$ cat config.mk
export PLATFORM = sky130hd
export DESIGN_NAME = event_msg_regs
export DESIGN_NICKNAME = d
export VERILOG_FILES = /design/src/event_msg_pkg.sv /design/src/event_msg_regs.sv /design/src/reg_word.sv
export SDC_FILE = /design/constraint.sdc
export NUM_CORES = 1
export LEC_CHECK = 0
export ABC_AREA = 1
export BUFFER_PORTS_ARGS = -buffer_cell sky130_fd_sc_hd__buf_2
export CORE_MARGIN = 4
export CORE_UTILIZATION = 25
export DETAILED_ROUTE_END_ITERATION = 8
export PLACE_DENSITY_LB_ADDON = 0.08
export RECOVER_POWER = 100
export SYNTH_ARGS = -nofsm -noshare
export SYNTH_HDL_FRONTEND = slang
export SYNTH_SLANG_ARGS = --single-unit
$ cat constraint.sdc
create_clock -name aclk -period 2 [get_ports aclk]
set_clock_uncertainty 0.1 [all_clocks]
set_input_delay 0.3 -clock aclk [delete_from_list [all_inputs] [get_ports aclk]]
set_output_delay 0.3 -clock aclk [all_outputs]
set_load 0.05 [all_outputs]
$ cat src/event_msg_pkg.sv
/*
 holds offsets, reset values, field layouts and carrier structs for the page request
 event message address block.
 assumes an axi4-lite master with 32-bit data and byte addresses.
*/
package event_msg_pkg;
   // ------------------------------------------------------------
   // register map
   // ------------------------------------------------------------
   localparam logic [11:0] data_offset      = 12'h0_0E4;
   localparam logic [11:0] addr_low_offset  = 12'h0_0E8;
   localparam logic [11:0] addr_high_offset = 12'h0_0EC;
   localparam logic [11:0] control_offset   = 12'h0_0E0;
   localparam logic [11:0] irq_status_offset = 12'h0_0F0;
   localparam logic [11:0] irq_mask_offset  = 12'h0_0F4;
   localparam int          addr_bits        = 12;
   localparam int          reg_count        = 6;
   localparam logic [2:0]  idx_control      = 3'h0;
   localparam logic [2:0]  idx_data         = 3'h1;
   localparam logic [2:0]  idx_low          = 3'h2;
   localparam logic [2:0]  idx_high         = 3'h3;
   localparam logic [2:0]  idx_status       = 3'h4;
   localparam logic [2:0]  idx_mask         = 3'h5;
   localparam logic [2:0]  idx_none         = 3'h7;

   // ------------------------------------------------------------
   // reset values and fields
   // ------------------------------------------------------------
   localparam logic [31:0] zero_reset       = 32'h0000_0000;
   localparam logic [31:0] low_keep_mask    = 32'hFFFF_FFFC;
   localparam logic [31:0] data16_mask      = 32'h0000_FFFF;
   localparam logic [31:0] control_reset    = 32'h8000_0000;
   localparam int          mask_bit         = 31;
   localparam int          pending_bit      = 30;
   localparam logic [31:0] control_rw_mask  = 32'h8000_0000;
   localparam logic [31:0] irq_bits_mask    = 32'h0000_0001;
   localparam int          sent_event_bit   = 0;
   localparam logic [1:0]  resp_okay        = 2'b00;
   localparam logic [1:0]  resp_slverr      = 2'b10;

   // ------------------------------------------------------------
   // carrier for the outgoing message write
   // ------------------------------------------------------------
   typedef struct packed
   {
      logic [63:0] address;
      logic [31:0] data;
   } message_s;

   typedef enum logic [1:0]
   {
      msg_idle    = 2'b00,
      msg_request = 2'b01
   } msg_state_e;
endpackage

$ cat src/event_msg_regs.sv
/*
 holds the page request event message registers behind an axi4-lite slave, and the
 message generator that issues the event interrupt write.
 assumes one clock, a synchronous active-low reset, and a message sink that raises
 msg_ready when it takes a message.
*/
// Chosen here: register access over AXI4-Lite.
`timescale 1ns/1ps
module event_msg_regs
#(
   parameter bit page_request_supported  = 1'b1,
   parameter bit extended_mode_supported = 1'b1,
   parameter bit wide_data_supported     = 1'b0
)
(
   input  wire logic                      aclk,
   input  wire logic                      aresetn,
   input  wire logic [11:0]               s_axi_awaddr,
   input  wire logic                      s_axi_awvalid,
   output logic                           s_axi_awready,
   input  wire logic [31:0]               s_axi_wdata,
   input  wire logic [3:0]                s_axi_wstrb,
   input  wire logic                      s_axi_wvalid,
   output logic                           s_axi_wready,
   output logic      [1:0]                s_axi_bresp,
   output logic                           s_axi_bvalid,
   input  wire logic                      s_axi_bready,
   input  wire logic [11:0]               s_axi_araddr,
   input  wire logic                      s_axi_arvalid,
   output logic                           s_axi_arready,
   output logic      [31:0]               s_axi_rdata,
   output logic      [1:0]                s_axi_rresp,
   output logic                           s_axi_rvalid,
   input  wire logic                      s_axi_rready,
   input  wire logic                      page_event,
   output event_msg_pkg::message_s        msg,
   output logic                           msg_valid,
   input  wire logic                      msg_ready,
   output logic                           irq
);
   // ------------------------------------------------------------
   // write channel capture
   // ------------------------------------------------------------
   logic        aw_held;
   logic        w_held;
   logic [11:0] aw_addr;
   logic [31:0] w_data;
   logic [3:0]  w_strb;
   logic        do_write;
   logic [2:0]  write_idx;
   logic [2:0]  read_idx;

   // decoding shared by both address channels
   function automatic logic [2:0] decode(input logic [11:0] addr);
      case (addr)
         event_msg_pkg::control_offset:    decode = event_msg_pkg::idx_control;
         event_msg_pkg::data_offset:       decode = event_msg_pkg::idx_data;
         event_msg_pkg::addr_low_offset:   decode = event_msg_pkg::idx_low;
         event_msg_pkg::addr_high_offset:  decode = event_msg_pkg::idx_high;
         event_msg_pkg::irq_status_offset: decode = event_msg_pkg::idx_status;
         event_msg_pkg::irq_mask_offset:   decode = event_msg_pkg::idx_mask;
         default:                          decode = event_msg_pkg::idx_none;
      endcase
   endfunction

   // channels are taken in either order and held until the response goes out
   assign s_axi_awready = !aw_held && !s_axi_bvalid;
   assign s_axi_wready  = !w_held && !s_axi_bvalid;
   assign do_write      = aw_held && w_held && !s_axi_bvalid;
   assign write_idx     = decode(aw_addr);
   assign read_idx      = decode(s_axi_araddr);

   always_ff @(posedge aclk)
   begin
      if (!aresetn)
      begin
         aw_held      <= 1'b0;
         w_held       <= 1'b0;
         aw_addr      <= 12'h000;
         w_data       <= event_msg_pkg::zero_reset;
         w_strb       <= 4'h0;
         s_axi_bvalid <= 1'b0;
         s_axi_bresp  <= event_msg_pkg::resp_okay;
      end
      else
      begin
         if (s_axi_awvalid && s_axi_awready)
         begin
            aw_held <= 1'b1;
            aw_addr <= s_axi_awaddr;
         end
         if (s_axi_wvalid && s_axi_wready)
         begin
            w_held <= 1'b1;
            w_data <= s_axi_wdata;
            w_strb <= s_axi_wstrb;
         end
         if (do_write)
         begin
            aw_held      <= 1'b0;
            w_held       <= 1'b0;
            s_axi_bvalid <= 1'b1;
            s_axi_bresp  <= (write_idx == event_msg_pkg::idx_none) ?
                            event_msg_pkg::resp_slverr : event_msg_pkg::resp_okay;
         end
         else if (s_axi_bvalid && s_axi_bready)
            s_axi_bvalid <= 1'b0;
      end
   end

   // ------------------------------------------------------------
   // register words
   // ------------------------------------------------------------
   logic [31:0] word [event_msg_pkg::reg_count];
   logic [31:0] keep [event_msg_pkg::reg_count];
   logic [31:0] rst_val [event_msg_pkg::reg_count];

   // data is reserved without page request support, upper half only with wide data
   assign keep[event_msg_pkg::idx_data] = !page_request_supported ? event_msg_pkg::zero_reset :
      wide_data_supported ? ~event_msg_pkg::zero_reset : event_msg_pkg::data16_mask;
   // low address: bits 1:0 never stored all reserved without support
   assign keep[event_msg_pkg::idx_low] = page_request_supported ?
      event_msg_pkg::low_keep_mask : event_msg_pkg::zero_reset;
   // high address full 32 bits, or reserved without extended mode
   assign keep[event_msg_pkg::idx_high] = extended_mode_supported ?
      ~event_msg_pkg::zero_reset : event_msg_pkg::zero_reset;
   assign keep[event_msg_pkg::idx_control] = event_msg_pkg::control_rw_mask;
   assign keep[event_msg_pkg::idx_mask]    = event_msg_pkg::irq_bits_mask;
   // status slot has a reg_word with a zero keep mask, so it stays unwritable; reads show irq_status instead
   assign keep[event_msg_pkg::idx_status]  = event_msg_pkg::zero_reset;

   genvar r;
   generate
      for (r = 0; r < event_msg_pkg::reg_count; r++)
      begin : g_reg
         assign rst_val[r] = (r == event_msg_pkg::idx_control) ?
            event_msg_pkg::control_reset : event_msg_pkg::zero_reset;
         reg_word u_word
         (
            .aclk        (aclk),
            .aresetn     (aresetn),
            .write_en    (do_write && (write_idx == 3'(r))),
            .write_strb  (w_strb),
            .write_data  (w_data),
            .keep_mask   (keep[r]),
            .reset_value (rst_val[r]),
            .value       (word[r])
         );
      end
   endgenerate

   // ------------------------------------------------------------
   // message generator
   // ------------------------------------------------------------
   event_msg_pkg::msg_state_e state;
   event_msg_pkg::msg_state_e next_state;
   logic        interrupt_mask;
   logic        interrupt_pending;
   logic        event_prev;
   logic        event_rise;
   logic        sent_pulse;
   logic [31:0] irq_status;
   logic        status_read;

   assign interrupt_mask = word[event_msg_pkg::idx_control][event_msg_pkg::mask_bit];
   assign event_rise     = page_event && !event_prev;
   assign sent_pulse     = msg_valid && msg_ready;
   assign msg_valid      = (state == event_msg_pkg::msg_request);
   // no message is raised while masked; it waits as pending until unmasked
   assign next_state = (state == event_msg_pkg::msg_idle) ?
      ((interrupt_pending && !interrupt_mask && page_request_supported) ?
       event_msg_pkg::msg_request : event_msg_pkg::msg_idle) :
      (msg_ready ? event_msg_pkg::msg_idle : event_msg_pkg::msg_request);

   // pending sets on a new event; a new event wins over the send that clears it
   always_ff @(posedge aclk)
   begin
      if (!aresetn)
      begin
         state             <= event_msg_pkg::msg_idle;
         event_prev        <= 1'b0;
         interrupt_pending <= 1'b0;
      end
      else
      begin
         state      <= next_state;
         event_prev <= page_event;
         if (event_rise)
            interrupt_pending <= 1'b1;
         else if (sent_pulse)
            interrupt_pending <= 1'b0;
      end
   end

   // payload frozen while the request is offered; destination from both words
   always_ff @(posedge aclk)
   begin
      if (!aresetn)
         msg <= '0;
      else if (state == event_msg_pkg::msg_idle)
      begin
         msg.address <= {word[event_msg_pkg::idx_high],
                         word[event_msg_pkg::idx_low] & event_msg_pkg::low_keep_mask};
         msg.data    <= word[event_msg_pkg::idx_data];
      end
   end

   // ------------------------------------------------------------
   // interrupt status, read clears, set wins
   // ------------------------------------------------------------
   assign status_read = s_axi_arvalid && s_axi_arready &&
                        (read_idx == event_msg_pkg::idx_status);
   always_ff @(posedge aclk)
   begin
      if (!aresetn)
         irq_status <= event_msg_pkg::zero_reset;
      else if (sent_pulse)
         irq_status[event_msg_pkg::sent_event_bit] <= 1'b1;
      else if (status_read)
         irq_status <= event_msg_pkg::zero_reset;
   end
   assign irq = |(irq_status & word[event_msg_pkg::idx_mask]);

   // ------------------------------------------------------------
   // read channel
   // ------------------------------------------------------------
   logic [31:0] read_word;
   assign s_axi_arready = !s_axi_rvalid;
   // pending bit reflects live state, status read shows the sticky word
   assign read_word =
      (read_idx == event_msg_pkg::idx_control) ?
         (word[event_msg_pkg::idx_control] |
          ({31'h0000_0000, interrupt_pending} << event_msg_pkg::pending_bit)) :
      (read_idx == event_msg_pkg::idx_status) ? irq_status :
      (read_idx == event_msg_pkg::idx_none) ? event_msg_pkg::zero_reset :
      word[read_idx];

   always_ff @(posedge aclk)
   begin
      if (!aresetn)
      begin
         s_axi_rvalid <= 1'b0;
         s_axi_rdata  <= event_msg_pkg::zero_reset;
         s_axi_rresp  <= event_msg_pkg::resp_okay;
      end
      else if (s_axi_arvalid && s_axi_arready)
      begin
         s_axi_rvalid <= 1'b1;
         s_axi_rdata  <= read_word;
         s_axi_rresp  <= (read_idx == event_msg_pkg::idx_none) ?
                         event_msg_pkg::resp_slverr : event_msg_pkg::resp_okay;
      end
      else if (s_axi_rvalid && s_axi_rready)
         s_axi_rvalid <= 1'b0;
   end
endmodule

$ cat src/reg_word.sv
/*
 holds one 32-bit software register with a per-bit writable mask.
 assumes writes come already decoded and strobed from the bus slave.
*/
`timescale 1ns/1ps
module reg_word
(
   input  wire logic        aclk,
   input  wire logic        aresetn,
   input  wire logic        write_en,
   input  wire logic [3:0]  write_strb,
   input  wire logic [31:0] write_data,
   input  wire logic [31:0] keep_mask,
   input  wire logic [31:0] reset_value,
   output logic      [31:0] value
);
   logic [31:0] strb_mask;
   logic [31:0] next_value;

   // ------------------------------------------------------------
   // byte lane merge
   // ------------------------------------------------------------
   genvar lane;
   generate
      for (lane = 0; lane < 4; lane++)
      begin : g_lane
         assign strb_mask[lane*8 +: 8] = {8{write_strb[lane]}};
      end
   endgenerate
   // bits outside keep_mask stay at zero whatever is written
   assign next_value = ((value & ~strb_mask) | (write_data & strb_mask)) & keep_mask;

   // register update
   always_ff @(posedge aclk)
   begin
      if (!aresetn)
         value <= reset_value;
      else if (write_en)
         value <= next_value;
   end
endmodule
# ---- Word level (Yosys, flattened, before mapping)
# Cells that the tools add are included.
dict set report op_classes {
  n_bitwise 16
  reduce_logical 33
  n_eq_ne 20
  n_mux 21
  addsub 0
  div 0
  n_lt_le_gt_ge 1
  n_shift 0
  n_mul 0
}
# operator n
set op_table {}
lappend op_table {{$mux W32} 5}
lappend op_table {{$eq A12 B8 Y1 const B} 12}
lappend op_table {{$and A32 B32 Y32} 4}
lappend op_table {{$bmux W32 S3} 1}
lappend op_table {{$or A32 B32 Y32} 3}
lappend op_table {{$pmux W3 S6} 2}
lappend op_table {{$not A32 Y32} 1}
lappend op_table {{$or A32 B31 Y32} 1}
lappend op_table {{$reduce_or A32 Y1} 1}
lappend op_table {{$logic_and A1 B1 Y1} 18}
lappend op_table {{$and A16 B16 Y16} 1}
lappend op_table {{$or A16 B16 Y16} 1}
lappend op_table {{$eq A3 B3 Y1 const B} 4}
lappend op_table {{$mux W1} 11}
lappend op_table {{$reduce_bool A2 Y1} 4}
lappend op_table {{$eq A3 B2 Y1 const B} 2}
lappend op_table {{$logic_not A1 Y1} 6}
lappend op_table {{$logic_not A3 Y1} 2}
lappend op_table {{$ge A4 B4 Y1 const B} 1}
lappend op_table {{$mux W2} 2}
lappend op_table {{$not A3 Y4} 1}
lappend op_table {{$eq A3 B1 Y1 const B} 1}
lappend op_table {{$and A1 B1 Y1} 2}
lappend op_table {{$eq A2 B1 Y1 const B} 1}
lappend op_table {{other kinds (4)} 4}
dict set report totals {
  ramBits 0
  elab_cells 112
  latchBits 0
  inputBits 69
  memories 0
  reg_bits 251
  rom_bits 0
  output_inout_bits 139
}

# ---- Depth between registers and ports, before layout
dict set report logic_depth {
  depth_word 9
  ltp_mapped 13
}

# ---- Cells and area by module
# A second synthesis with hierarchy kept.
dict set report unflattened {
  cells_unflattened 2916
  area_unflattened_um2 19466.2
}
# mod area_each_um2 instances seq_area_each_um2 cells_each
set modules_own_cells {}
lappend modules_own_cells {reg_word 2208.4 5 960.9 337}
lappend modules_own_cells {event_msg_regs 8424.3 1 3683.5 1231}

# ---- Worst setup path before layout
# Ideal clock, no wire load.
dict set report synth_path {
  path_kind {register -> register}
  from {reg s_axi_bvalid}
  to {reg w_data[1]}
  synth_period_minus_slack_ns 2.276
  setup_slack_ns -0.276
  setup_time_ns 0.065
  path_stages_with_launch 7
  arrival_time_ns 2.111
  n_path_buf 1
  path_cell_list {dfxtp_1 -> nor2_1 -> nand2_1 -> inv_1 -> clkbuf_1 -> nor2_1 -> nor2_1}
}
dict set report synth_between {
  elab_chain_cells 3
}
# element line_no
set synth_lines {}
lappend synth_lines {{start, declared} event_msg_regs.sv:26} ;# output logic s_axi_bvalid,
lappend synth_lines {{start signal, assigned} event_msg_regs.sv:82} ;# s_axi_bvalid <= 1'b0;
lappend synth_lines {{start signal, assigned} event_msg_regs.sv:102} ;# s_axi_bvalid <= 1'b1;
lappend synth_lines {{start signal, assigned} event_msg_regs.sv:107} ;# s_axi_bvalid <= 1'b0;
lappend synth_lines {{$logic_not A1 Y1} event_msg_regs.sv:68} ;# assign s_axi_wready = !w_held && !s_axi_bvalid;
lappend synth_lines {{$logic_and A1 B1 Y1} event_msg_regs.sv:68}
lappend synth_lines {{net s_axi_wready} event_msg_regs.sv:24} ;# output logic s_axi_wready,
lappend synth_lines {{$logic_and A1 B1 Y1} event_msg_regs.sv:92} ;# if (s_axi_wvalid && s_axi_wready)
lappend synth_lines {{end signal, assigned} event_msg_regs.sv:80} ;# w_data <= event_msg_pkg::zero_reset;
lappend synth_lines {{end signal, assigned} event_msg_regs.sv:95} ;# w_data <= s_axi_wdata;
lappend synth_lines {{end, declared} event_msg_regs.sv:47} ;# logic [31:0] w_data;
# The timed path passes the listed nets, and every way through them passes these cells.
# A chain may end at the register's enable or synchronous reset.

# ---- Final worst setup path
dict set report layout_path {
  from {in s_axi_araddr[7]}
  to {reg s_axi_rdata[21]}
}
dict set report layout_between {
  elab_chain_cells 9
  word_cells_on_any_way 17
  classes_between {eq/ne: 8; mux: 7; bitwise: 1; reduce/logical: 1}
}
# element line_no
set layout_lines {}
lappend layout_lines {{start, declared} event_msg_regs.sv:28} ;# input wire logic [11:0] s_axi_araddr,
lappend layout_lines {{$eq A12 B8 Y1} event_msg_regs.sv:55} ;# case (addr)
lappend layout_lines {{$pmux W3 S6 *} event_msg_regs.sv:55}
lappend layout_lines {{$not A3 Y4 (not written as such)} event_msg_regs.sv:236} ;# word[read_idx];
lappend layout_lines {{$bmux W32 S3} event_msg_regs.sv:236}
lappend layout_lines {{$mux W32 (not written as such) (2 in a row)} event_msg_regs.sv:236}
lappend layout_lines {{$mux W32} event_msg_regs.sv:235} ;# (read_idx == event_msg_pkg::idx_none) ? event_msg_pkg::zero_reset :
lappend layout_lines {{$mux W32} event_msg_regs.sv:234} ;# (read_idx == event_msg_pkg::idx_status) ? irq_status :
lappend layout_lines {{$mux W32 *} event_msg_regs.sv:231} ;# (read_idx == event_msg_pkg::idx_control) ?
lappend layout_lines {{end signal, assigned} event_msg_regs.sv:243} ;# s_axi_rdata <= event_msg_pkg::zero_reset;
lappend layout_lines {{end signal, assigned} event_msg_regs.sv:249} ;# s_axi_rdata <= read_word;
lappend layout_lines {{end, declared} event_msg_regs.sv:31} ;# output logic [31:0] s_axi_rdata,
# Every way passes the cells marked *; elsewhere a longest branch is shown, timed or not. The select of a mux whose other input is x is not followed.

==> reports/results.txt <==
Slew headroom - 52.80%
Seq/Total Area, Yosys - 51.15%
Setup CP Type - in -> reg
total gr overflow - 0
Critical Path AT - 2150 ps
routed vias - 8932
Hold Crit Endpoint - w_strb[2]
Die Y - 205.0 microns
most common cell after layout, fill and taps aside - nand2_1
initial DRC count - 351
required time worst endpoint - 2310 ps
Reg clk slew, reported paths - 50 ps
first-pass GRT wire length - 51030 microns
die width - 205.0 microns
# setup viols final - 0
num ports - 208
Worst Hold Launch - s_axi_wvalid
Synth Instances - 1283
DRC violations left - 0
row cnt - 71
Syn-to-layout area delta - 32.23%
critical path fanouts, max - 31
ant diodes - 0
CP dominant cell by count - nand2_1
pwr/cell area - 863.2 mW/mm^2
die footprint - 0.04204 sq mm
largest delay contributor family on the critical path - simple AND/OR/NAND/NOR gates
status - finished clean
Final HPWL DP - 22740 microns
Reg2Reg Depth - 10
Hold Path Depth - 3
reg2reg setup slack - 210 ps
worst path cell trace - buf_2 -> nand2_1 -> nor2_1 -> nand3_1 -> nand2_1 -> nand2_1 -> nand2_1 -> buf_4 -> nand2_1 -> o211ai_1 -> a21oi_1
root buffer cell - clkbuf_16
gpl congestion - 0.7698
postcts setup bufs - 0
largest net degree at the start of global routing - 85
post-DR wirelength/cell - 15.99 microns
Peak VDD IR - 0.6032 mV
Yosys warnings - 0
Max Root-Sink Buffers - 3
initial antenna violation count - 0
Final Hold Vio Count - 0
fin. max-slew vios - 0
LEAKAGE - 5.461 nW
port bufs - 187
Initial Util - 25.53%
Worst Setup SP - s_axi_araddr[7]
reg2reg start - aw_addr[11]
All-Layer GR Usage - 15.23%
post-placement setup slack - 36.68 ps
Fin Setup TNS - 0 ps
most frequent cells in the layout - nand2_1, dfxtp_1, buf_2
post-route ant nets - 0
Fmax - 542.3 MHz
router iterations before antenna repair - 5
Nets - 1599
clock buffer count from CTS - 30
final hold slack - 47.53 ps
share of the synthesized area in the top cell type - 51.15%
Crit-path slowest cell - buf_4
Via density - 4.336
minimum clock period - 1844 ps
clk_lat worst skew - 540 ps
Netlist cell types - 38
Core ar. - 0.03802 sq mm
Worst-Margin Slew - 708.0 ps
CTS tree - done
max cap viols - 0
critical path depth - 11
Setup crit end kind - flip-flop
Hold Crit Class - in -> reg
Worst path max stage delay - 390 ps
RSZ-0062 raised after global routing - yes
Yosys reg bits - 248
Synth area leader - dfxtp_1
vias in the first global route - 8709
CTS HTree Levels - 1
post-route setup slack - 155.9 ps
routed wire length - 32930 microns
CTS Sinks - 248
crit path launch type - input pin
period utilisation layout - 92.21%
fraction of layout cells with a size suffix above 1 - 21.50%
ranking of synthesized cells by area - dfxtp_1, nand2_1, a21oi_1
Synth Cell Area - 0.009706 sq mm
Buf/Inv on CP - 2
mean area per synthesized cell - 7.565 sq um
per-layer routing:
metal,track usage (%),part of all wire (%),vias up
met2,24.72,45,162
met1,21.72,49,4107
met3,2.390,4.1,30
met5,0,0,-
met4,2.608,1.6,0
li1,-,-,4633
synthesized netlist by cell type, drive strengths merged:
library cell    n
inv            85
a21boi          1
nand3          51
o21a            1
buf            31
o21ai         133
nand3b          2
nor3            7
a21oi         172
clkinv          4
a211oi          1
a31oi           1
nand4           4
o32ai           1
nand2         297
clkbuf         54
nor2          171
o22ai           1
o2111ai         1
conb            1
or2             1
dfxtp         248
o211ai         15
layout make-up:
| type | instances | area (sq um) |
|---|---|---|
| Fill cell | 4216 | 25190 |
| Sequential cell | 248 | 4967 |
| Multi-Input combinational cell | 880 | 4065 |
| Timing Repair Buffer | 281 | 1878 |
| Clock buffer | 47 | 915.9 |
| Tap cell | 511 | 639.4 |
| Inverter | 89 | 347.8 |
| Clock inverter | 4 | 20.02 |
stage by stage:
step	instance area (sq um)	power (mW)	cells	utilization, %
finish	12830	11.08	2060	33.75
global route	12830	11.59	2060	33.75
CTS	12880	11.32	2060	33.87
floorplan	9787	5.719	1302	-
global placement	11410	5.963	1956	30.01
detailed placement	11410	5.965	1956	30.01
power by group:
group	internal (mW)	total (mW)	switching (mW)	leakage, nW
clock	3.09	5.16	2.06	0.465
sequential	5.05	5.14	0.0856	2.01
combinational	0.255	0.781	0.527	2.99
total	8.40	11.1	2.67	5.46
worst max-delay path by stage:
stage	end
2_1_floorplan	w_data[1]
3_3_place_gp	s_axi_rdata[31]
3_5_place_dp	s_axi_rdata[31]
4_1_cts	flip-flop
5_1_grt	flip-flop
6_report	s_axi_rdata[21]
logic make-up after synthesis:
kind of cell	synth area share [%]
simple gates	23.15
compound gates	17.82
flops	51.15
buf+inv	7.838
other cells	0.03864
tightest hold or removal path, cell delays in order:
cell,delay [ps]
buf_2,100
nand2_2,150
a21oi_1,80
what timing repair did:
| action | 4_1_cts | 5_1_grt |
|---|---|---|
| setup endpoints to repair | 0 | 33 |
| hold buffers | 53 | 0 |
| gates resized for setup | 0 | 9 |
| hold endpoints to repair | 55 | 0 |
(Power assumes the default switching activity.)
